[config.mk]
export PLATFORM = sky130hd
export DESIGN_NAME = flash_clock_and_option_regs
export DESIGN_NICKNAME = d
export VERILOG_FILES = /design/src/logic/flash_clock_and_option_regs.v /design/src/logic/flash_clock_divider_core.v
export VERILOG_INCLUDE_DIRS = /design/src /design/src/logic
export SDC_FILE = /design/constraint.sdc
export NUM_CORES = 1
export LEC_CHECK = 0
export ABC_AREA = 1
export CAP_MARGIN = 20
export CELL_PAD_IN_SITES_DETAIL_PLACEMENT = 1
export CELL_PAD_IN_SITES_GLOBAL_PLACEMENT = 2
export CORE_ASPECT_RATIO = 2
export CORE_UTILIZATION = 34
export DETAILED_ROUTE_END_ITERATION = 8
export DONT_BUFFER_PORTS = 1
export GPL_ROUTABILITY_DRIVEN = 0
export PLACE_DENSITY = 0.86
export SYNTH_ARGS = -nofsm -noshare
export SYNTH_HDL_FRONTEND = slang
export SYNTH_SLANG_ARGS = --single-unit
[constraint.sdc]
create_clock -name clk -period 1.8 [get_ports clk]
set_input_delay 0 -clock clk [delete_from_list [all_inputs] [get_ports clk]]
set_output_delay 0 -clock clk [all_outputs]
set_load 0.05 [all_outputs]
[src/logic/flash_clk_opt_defs.vh]
// constants for the flash clock divider and option register block
// assumes byte-wide registers on a 16-bit address map
//
// Contract
// - loaded flag: reset clear, set on first write
// - no program or erase while flag clear
// - prescale bit writable once in user mode
// - prescale bit one divides bus clock by eight
// - flash clock equals input over divisor plus one
// - timing pulse is one flash clock cycle
// - test mode with done flag: all freely writable
// - option shadow loaded from option byte at reset; here on the first enabled edge after reset release
// - option bits five to two read zero
// - option shadow writes ignored, reads always allowed
// - key enable zero: never unlock by key
// - key writes count only from secure firmware
// - eight ascending matching key bytes unlock until reset
// - redirect disable bit one turns redirection off
// - security code 10 unsecured, match sets 10
// - secured: blocked writes dropped, reads return zero
`ifndef FLASH_CLK_OPT_DEFS_VH
`define FLASH_CLK_OPT_DEFS_VH

// -----------------------------------------------------------------
// addresses
// -----------------------------------------------------------------
`define CLK_DIV_ADDR     16'h1820
`define OPT_SHADOW_ADDR  16'h1821
`define NV_OPT_ADDR      16'hFFBF
`define KEY_BASE_ADDR    16'hFFB0
`define KEY_ADDR_MASK    16'hFFF8

// -----------------------------------------------------------------
// field positions
// -----------------------------------------------------------------
`define DIV_LOADED_BIT   7
`define PRESCALE_BIT     6
`define DIVISOR_MSB      5
`define KEY_ENABLE_BIT   7
`define REDIRECT_DIS_BIT 6
`define OPT_USED_MASK    8'hC3

// -----------------------------------------------------------------
// reset values and codes
// -----------------------------------------------------------------
`define CLK_DIV_RESET    8'h00
`define OPT_RESET        8'h00
`define SEC_UNSECURED    2'h2
`define PRESCALE_RATIO   3'h7
`define KEY_BYTES        4'h8

// -----------------------------------------------------------------
// timing
// -----------------------------------------------------------------
`define FCLK_MIN_KHZ     150
`define FCLK_MAX_KHZ     200

`endif

[src/logic/flash_clock_and_option_regs.v]
// flash clock divider, option shadow, key unlock and security state
// assumes a single-cycle register port and a sequencer asking for
// program and erase operations of a given pulse count
//
// Decided for this implementation: the plain strobed port.
`timescale 1ns/1ns
`include "flash_clk_opt_defs.vh"
module flash_clock_and_option_regs #(
    parameter PULSE_WIDTH = 16
) (
    input  wire                   clk,
    input  wire                   reset,
    input  wire                   clkEn,
    input  wire [15:0]            regAddr,
    input  wire [7:0]             regWrData,
    input  wire                   regWr,
    input  wire                   regRd,
    output reg  [7:0]             regRdData,
    input  wire                   accessDebug,
    input  wire                   accessFromUnsecured,
    input  wire                   accessToSecure,
    output wire                   memAccessBlocked,
    input  wire                   testMode,
    input  wire                   commandDoneFlag,
    input  wire [7:0]             nonvolatileOptionByte,
    input  wire [63:0]            storedUnlockKey,
    input  wire                   keyAccessMode,
    input  wire                   blankCheckPass,
    input  wire                   opStart,
    input  wire [PULSE_WIDTH-1:0] opPulses,
    output wire                   opAccepted,
    output wire                   opRefused,
    output reg                    opBusy,
    output reg                    opDone,
    output wire                   flashTimingStrobe,
    output wire                   divisorLoadedFlag,
    output wire                   keyUnlockEnable,
    output wire                   redirectDisable,
    output wire [1:0]             securityCode,
    output wire                   deviceSecured
);
    // -------------------------------------------------------------
    // state
    // -------------------------------------------------------------
    reg                   divLoaded_q;
    reg                   prescaleLocked_q;
    reg                   prescale_q;
    reg  [5:0]            divisor_q;
    reg                   optLoad_q;
    reg  [7:0]            optShadow_q;
    reg  [1:0]            secCode_q;
    reg  [3:0]            keyIdx_q;
    reg                   keyOk_q;
    reg                   keyAccPrev_q;
    reg  [PULSE_WIDTH-1:0] pulseCnt_q;
    reg  [7:0]            rdData_d;
    reg  [1:0]            opState_q;
    wire [7:0]            keyLaneMatch;
    genvar                g;

    localparam [1:0]      OP_IDLE   = 2'h0;
    localparam [1:0]      OP_RUN    = 2'h1;
    localparam [1:0]      OP_FINISH = 2'h2;

    wire                  freeAccess;
    wire                  wrDiv;
    wire                  keyWr;
    wire                  keyByteMatch;
    wire                  keyAccFall;
    wire                  keyUnlock;
    wire                  secured;

    // -------------------------------------------------------------
    // helpers
    // -------------------------------------------------------------
    // location +0 is the most significant byte of storedUnlockKey
    function [7:0] keyByte;
        input [63:0] key;
        input integer idx;
        begin
            keyByte = key[8*(7-idx) +: 8];
        end
    endfunction

    function isSecCodeOpen;
        input [1:0] code;
        begin
            isSecCodeOpen = (code == `SEC_UNSECURED);
        end
    endfunction

    function isUntrustedAccess;
        input sec;
        input dbg;
        input unsec;
        begin
            isUntrustedAccess = sec && (dbg || unsec);
        end
    endfunction

    // -------------------------------------------------------------
    // decode
    // -------------------------------------------------------------
    assign secured = !isSecCodeOpen(secCode_q);
    assign freeAccess = testMode && commandDoneFlag;
    assign wrDiv = regWr && (regAddr == `CLK_DIV_ADDR) && !optLoad_q;
    // debug or unsecured-code key writes never advance the compare
    assign keyWr = regWr && keyAccessMode && !optLoad_q
                   && ((regAddr & `KEY_ADDR_MASK) == `KEY_BASE_ADDR)
                   && !accessDebug && !accessFromUnsecured;
    assign keyByteMatch = (regAddr[2:0] == keyIdx_q[2:0])
                          && (keyIdx_q < `KEY_BYTES)
                          && keyLaneMatch[regAddr[2:0]];

    // one comparator per key location; the address picks the lane
    generate
        for (g = 0; g < 8; g = g + 1) begin : g_keyLane
            assign keyLaneMatch[g] = (regWrData == keyByte(storedUnlockKey, g));
        end
    endgenerate

    assign keyAccFall = keyAccPrev_q && !keyAccessMode;
    assign keyUnlock = keyAccFall && keyOk_q && (keyIdx_q == `KEY_BYTES)
                       && optShadow_q[`KEY_ENABLE_BIT];

    assign memAccessBlocked = accessToSecure
                              && isUntrustedAccess(secured, accessDebug, accessFromUnsecured);

    // -------------------------------------------------------------
    // clock divider register
    // -------------------------------------------------------------
    always @(posedge clk or posedge reset) begin
        if (reset) begin
            divLoaded_q      <= 1'b0;
            prescaleLocked_q <= 1'b0;
            prescale_q       <= 1'b0;
            divisor_q        <= 6'h00;
        end else if (clkEn && wrDiv) begin
            if (freeAccess) begin
                divLoaded_q <= regWrData[`DIV_LOADED_BIT];
                prescale_q  <= regWrData[`PRESCALE_BIT];
                divisor_q   <= regWrData[`DIVISOR_MSB:0];
            end else begin
                divLoaded_q      <= 1'b1;
                divisor_q        <= regWrData[`DIVISOR_MSB:0];
                prescaleLocked_q <= 1'b1;
                if (!prescaleLocked_q) begin
                    prescale_q <= regWrData[`PRESCALE_BIT];
                end
            end
        end
    end

    assign divisorLoadedFlag = divLoaded_q;

    // -------------------------------------------------------------
    // timing strobe generator
    // -------------------------------------------------------------
    flash_clock_divider_core #(
        .DIV_WIDTH(6)
    ) divider (
        .clk            (clk),
        .reset          (reset),
        .clkEn          (clkEn),
        .enable         (divLoaded_q),
        .prescaleByEight(prescale_q),
        .divisor        (divisor_q),
        .timingStrobe   (flashTimingStrobe)
    );

    // -------------------------------------------------------------
    // program and erase pulse counting
    // -------------------------------------------------------------
    assign opAccepted = opStart && !opBusy && divLoaded_q;
    assign opRefused  = opStart && (opBusy || !divLoaded_q);

    // busy and done are plain decodes of the state register
    always @* begin
        opBusy = (opState_q == OP_RUN);
        opDone = (opState_q == OP_FINISH);
    end

    always @(posedge clk or posedge reset) begin
        if (reset) begin
            opState_q  <= OP_IDLE;
            pulseCnt_q <= {PULSE_WIDTH{1'b0}};
        end else if (clkEn) begin
            case (opState_q)
                OP_IDLE, OP_FINISH: begin
                    // a start may follow the done cycle directly
                    if (opAccepted) begin
                        opState_q  <= OP_RUN;
                        pulseCnt_q <= opPulses;
                    end else begin
                        opState_q <= OP_IDLE;
                    end
                end
                OP_RUN: begin
                    if (!divLoaded_q) begin
                        // test-mode clear of the flag aborts the operation
                        opState_q <= OP_FINISH;
                    end else if (flashTimingStrobe) begin
                        // whole pulses only; a count of zero ends on first pulse
                        if (pulseCnt_q <= {{(PULSE_WIDTH-1){1'b0}}, 1'b1}) begin
                            opState_q  <= OP_FINISH;
                            pulseCnt_q <= {PULSE_WIDTH{1'b0}};
                        end else begin
                            pulseCnt_q <= pulseCnt_q - {{(PULSE_WIDTH-1){1'b0}}, 1'b1};
                        end
                    end
                end
                default: begin
                    opState_q <= OP_IDLE;
                end
            endcase
        end
    end

    // -------------------------------------------------------------
    // option shadow and security state
    // -------------------------------------------------------------
    // the option byte is a port, so it is caught on the first
    // enabled edge after release rather than inside the reset
    always @(posedge clk or posedge reset) begin
        if (reset) begin
            optLoad_q   <= 1'b1;
            optShadow_q <= `OPT_RESET;
            secCode_q   <= 2'h3;
        end else if (clkEn) begin
            if (optLoad_q) begin
                optLoad_q   <= 1'b0;
                optShadow_q <= nonvolatileOptionByte & `OPT_USED_MASK;
                secCode_q   <= nonvolatileOptionByte[1:0];
            end
            // unlock only after the load cycle; an event on the load edge is dropped
            if (!optLoad_q && (keyUnlock || blankCheckPass)) begin
                secCode_q <= `SEC_UNSECURED;
            end
        end
    end

    assign keyUnlockEnable = optShadow_q[`KEY_ENABLE_BIT];
    assign redirectDisable = optShadow_q[`REDIRECT_DIS_BIT];
    assign securityCode    = secCode_q;
    assign deviceSecured   = secured;

    // -------------------------------------------------------------
    // backdoor key compare
    // -------------------------------------------------------------
    always @(posedge clk or posedge reset) begin
        if (reset) begin
            keyIdx_q     <= 4'h0;
            keyOk_q      <= 1'b0;
            keyAccPrev_q <= 1'b0;
        end else if (clkEn) begin
            keyAccPrev_q <= keyAccessMode;
            if (keyAccessMode && !keyAccPrev_q) begin
                keyIdx_q <= 4'h0;
                keyOk_q  <= 1'b1;
            end else if (keyWr) begin
                // out-of-order or wrong byte spoils the attempt
                if (!keyByteMatch) begin
                    keyOk_q <= 1'b0;
                end
                if (keyIdx_q != 4'hF) begin
                    keyIdx_q <= keyIdx_q + 4'h1;
                end
            end else if (keyAccFall) begin
                keyOk_q <= 1'b0;
            end
        end
    end

    // -------------------------------------------------------------
    // read port
    // -------------------------------------------------------------
    always @* begin
        rdData_d = 8'h00;
        case (regAddr)
            `CLK_DIV_ADDR: begin
                rdData_d = {divLoaded_q, prescale_q, divisor_q};
            end
            `OPT_SHADOW_ADDR: begin
                // writes here fall through to nothing
                rdData_d = {optShadow_q[7:2], secCode_q};
            end
            `NV_OPT_ADDR: begin
                if (!isUntrustedAccess(secured, accessDebug, accessFromUnsecured)) begin
                    rdData_d = nonvolatileOptionByte & `OPT_USED_MASK;
                end else begin
                    rdData_d = 8'h00;
                end
            end
            default: begin
                rdData_d = 8'h00;
            end
        endcase
    end

    always @(posedge clk or posedge reset) begin
        if (reset) begin
            regRdData <= 8'h00;
        end else if (clkEn) begin
            regRdData <= regRd ? rdData_d : 8'h00;
        end
    end
endmodule

[src/logic/flash_clock_divider_core.v]
// prescaler and reloading down-counter for the flash timing clock
// assumes clkEn freezes counting along with the rest of the block
`timescale 1ns/1ns
`include "flash_clk_opt_defs.vh"
module flash_clock_divider_core #(
    parameter DIV_WIDTH = 6
) (
    input  wire                 clk,
    input  wire                 reset,
    input  wire                 clkEn,
    input  wire                 enable,
    input  wire                 prescaleByEight,
    input  wire [DIV_WIDTH-1:0] divisor,
    output reg                  timingStrobe
);
    reg  [2:0]           preCnt_q;
    reg  [DIV_WIDTH-1:0] divCnt_q;
    wire                 divTick;

    // -------------------------------------------------------------
    // divide-by-eight prescaler
    // -------------------------------------------------------------
    assign divTick = !prescaleByEight || (preCnt_q == `PRESCALE_RATIO);

    always @(posedge clk or posedge reset) begin
        if (reset) begin
            preCnt_q     <= 3'h0;
            divCnt_q     <= {DIV_WIDTH{1'b0}};
            timingStrobe <= 1'b0;
        end else if (clkEn) begin
            if (!enable) begin
                preCnt_q     <= 3'h0;
                divCnt_q     <= {DIV_WIDTH{1'b0}};
                timingStrobe <= 1'b0;
            end else begin
                preCnt_q     <= preCnt_q + 3'h1;
                timingStrobe <= 1'b0;
                if (divTick) begin
                    // reload on zero: period is divisor plus one ticks
                    if (divCnt_q == {DIV_WIDTH{1'b0}}) begin
                        divCnt_q     <= divisor;
                        timingStrobe <= 1'b1;
                    end else begin
                        divCnt_q <= divCnt_q - {{(DIV_WIDTH-1){1'b0}}, 1'b1};
                    end
                end
            end
        end
    end
endmodule

==> impl_results.md <==
* R2R depth at 8
* Most frequent cells in the layout: 174 x nand2_1, 99 x inv_1, 66 x nor2_1
* FF-to-FF Start: securityCode[0]
* Nets at 848
* Post-Route WL at 15800 µm
* Initial core utilization at 0.347
* Sequential area share after synthesis at 0.313
* Syn Inst Count at 660
* Count of cell types in the netlist at 47
* Max_slew headroom at 0.620
* Die Wd at 83.2 µm
* Failing checks: negative hold slack
* Top cells by area, synth: dfrtp_1 30%, nand2_1 15%, inv_1 8.5%
* Total GRT Usage at 0.231
* TritonCTS buffer count at 5
* First-pass GRT wire length at approximately 25000 µm
* Hold Vio Cnt, Final at 4
* CTS tree: built
* Cell Area, Placed at 4780 µm²
* I/O Pins at 145
* Layout Skew at between 0.007 and 0.008 ns
* Peak supply drop at 0.678 mV
* Average size of a mapped cell at 6.79 µm²
* IO buf count at 0
* Top cell type's share of synthesized area at 0.296
* Initial drt markers at 153
* Final count of negative-setup-slack endpoints at 0
* Most common cell after layout, fill and taps aside: nand2_1
* Yosys reg bits at 56
* # H-tree levels at 2
* Hold Crit Class: in -> reg
* Endpoint of the worst hold-timing path: regRdData[7]
* Max Cap Viol at 0
* FMAX at 579 MHz
* Core area at ~13000 µm²
* Area leader, netlist: dfrtp_1
* Crit path required time at 2.00 ns
* Vias in the first global route at 5201
* CP startpoint kind: flip-flop
* First-pass iteration count of the detailed router at 4
* Routed WL per cell at ~18 µm
* Mapped Nets at 793
* CP Capture Type: flip-flop
* Netlist Area Pre-Place at 4480 µm²
* Slew Limit Fails at 0
* Tightest Pin Transition at 0.565 ns
* Die H at 164 µm
* Clock-pin slew on the worst setup and hold paths at 0.08 ns
* Dpl hpwl at 12600 µm
* Die ar. at 13700 µm²
* Root buf cell: clkbuf_16
* Post-CTS Setup Bufs at 0
* Reg2reg setup slack at 0.07 ns
* Pwr per Cell Area at 1010 nW/µm²
* Initial antenna violation count at 0
* Finished layout cell area at around 5400 µm²
* Fin Setup TNS at 0 ns
* Hold WS at -0.0162 ns
* Ys Warns at 0
* DRT antenna net count at 0
* DRC Markers at 0
* Diode count at 0
* Clock Sink Count at 56
* Tcrit/Tclk final at 0.959
* Critical path peak fanout at 5
* Vias at roughly 4600
* Hold Path Origin: clkEn
* Clk buf depth at 2
* CP arrival at around 1.9 ns
* Layout area overhead at 20.3%
* Row Count at 59
* Post-synth EDFFs at 0
* Detail-routed via count per cell at between 5 and 6
* Hold Path Cell Cnt at 3
* Outcome: finished, violations left
* Crit path kind: reg -> reg
* Pre-CTS WS at 0.000986 ns
* RR Endpoint: regRdData[1]
* Top_reg_cell synth: dfrtp_1
* Gr ovfl total at 0
* Clk Latency, worst-skew pair at 0.30 ns
* Share of layout cells above drive strength 1 at 0.117
* Ys async rst share at 1.00
* Largest net degree at the start of global routing at 33
* Min cycle time layout at 1.73 ns
* Leak at between 2 and 3 nW
* Fin worst setup slack at 0.0737 ns
==> how the worst max path moves through the flow <==
stage / cells after the start / startpoint / to
after global routing: 7 / pulseCnt_q[2] / pulseCnt_q[14]
final: 8 / securityCode[0] / regRdData[1]
after floorplan: 8 / divisorLoadedFlag / pulseCnt_q[11]
after detailed placement: 8 / opState_q[0] / pulseCnt_q[2]
after global placement: 6 / divider.preCnt_q[0] / divider.divCnt_q[5]
after CTS: 8 / opState_q[0] / pulseCnt_q[2]
==> cell families after synthesis <==
kind of cell	after synthesis	share of synthesized area
compound gates	93	0.126
xor+xnor	44	0.0859
fa+ha+maj	8	0.0223
buf+inv	123	0.114
flops	56	0.313
simple gates	336	0.338
==> timing repair <==
action                                  4_1_cts  5_1_grt
endpoints found under the setup margin        1       20
pin swaps                                     0        1
resized for setup                             1       14
hold buffers                                 38        1
hold endpoints to repair                     96        7
==> synth_stat cells (2+ instances only) <==
cell type / count
nand4_1: 16
ha_1: 8
o21ai_1: 3
a22oi_1: 13
o211ai_1: 3
nor2_4: 2
buf_2: 4
nor2_1: 69
nor3b_1: 3
nand2_2: 2
nand3_1: 36
a32o_1: 4
inv_2: 6
inv_1: 101
dfrtp_1: 53
or2_2: 7
buf_4: 6
clkbuf_1: 2
a22o_1: 2
nor3_2: 4
xor2_1: 24
nor3_1: 4
nor2_2: 4
o21ai_0: 23
buf_6: 3
dfstp_2: 3
nor4_1: 4
nor4_4: 2
xnor2_1: 20
and3_1: 2
a31oi_1: 2
a21oi_1: 30
o22ai_1: 6
nand2_1: 176
==> power by group <==
part	leakage [nW]	internal, mW	total, mW	switching [mW]
clock	0.0804	0.663	1.16	0.492
sequential	0.681	1.58	1.94	0.355
combinational	1.91	0.910	2.35	1.44
==> per-layer routing <==
layer / global-route usage / vias to the layer above / wire, µm
li1: - / 2220 / -
met1: 0.199 / 2190 / 5020
met2: 0.493 / 144 / 9390
met3: 0.0280 / 45 / 534
met4: 0.128 / 0 / 819
met5: 0 / - / 0
==> worst max-delay path, cell delays in order (launching register included) <==
cell and delay [ns]:
dfstp_2 0.54, inv_1 0.05, nand2_1 0.09, nand2_2 0.11
nand3_1 0.10, nand3_1 0.09, nand3_1 0.07, dlygate4sd3_1 0.55
nand2_1 0.05
==> registers in the layout, summed over array words and instances, names as in the netlist, 2 cells and up <==
signal / flops
divider.divCnt_q: 6
divider.preCnt_q: 3
keyIdx_q: 4
optShadow_q: 2
securityCode: 2
pulseCnt_q: 16
divisor_q: 6
opState_q: 2
regRdData: 8
==> through the flow <==
stage               cells   util  power [mW]
floorplan             660      -        3.54
global placement      821  0.370        3.96
detailed placement    821  0.370        4.14
CTS                   867  0.413        5.39
global route          868  0.418        5.82
finish                868  0.418        5.45
==> area by class of cell <==
cell class                      instances  area (µm²)
Multi-Input combinational cell        481        2630
Clock buffer                            5         125
Sequential cell                        56        1410
Timing Repair Buffer                   64         591
Inverter                              107         402
Tap cell                              152         190
Clock inverter                          3        46.3
Fill cell                            1645        7520
No activity file was read; power rests on OpenSTA's default activity.
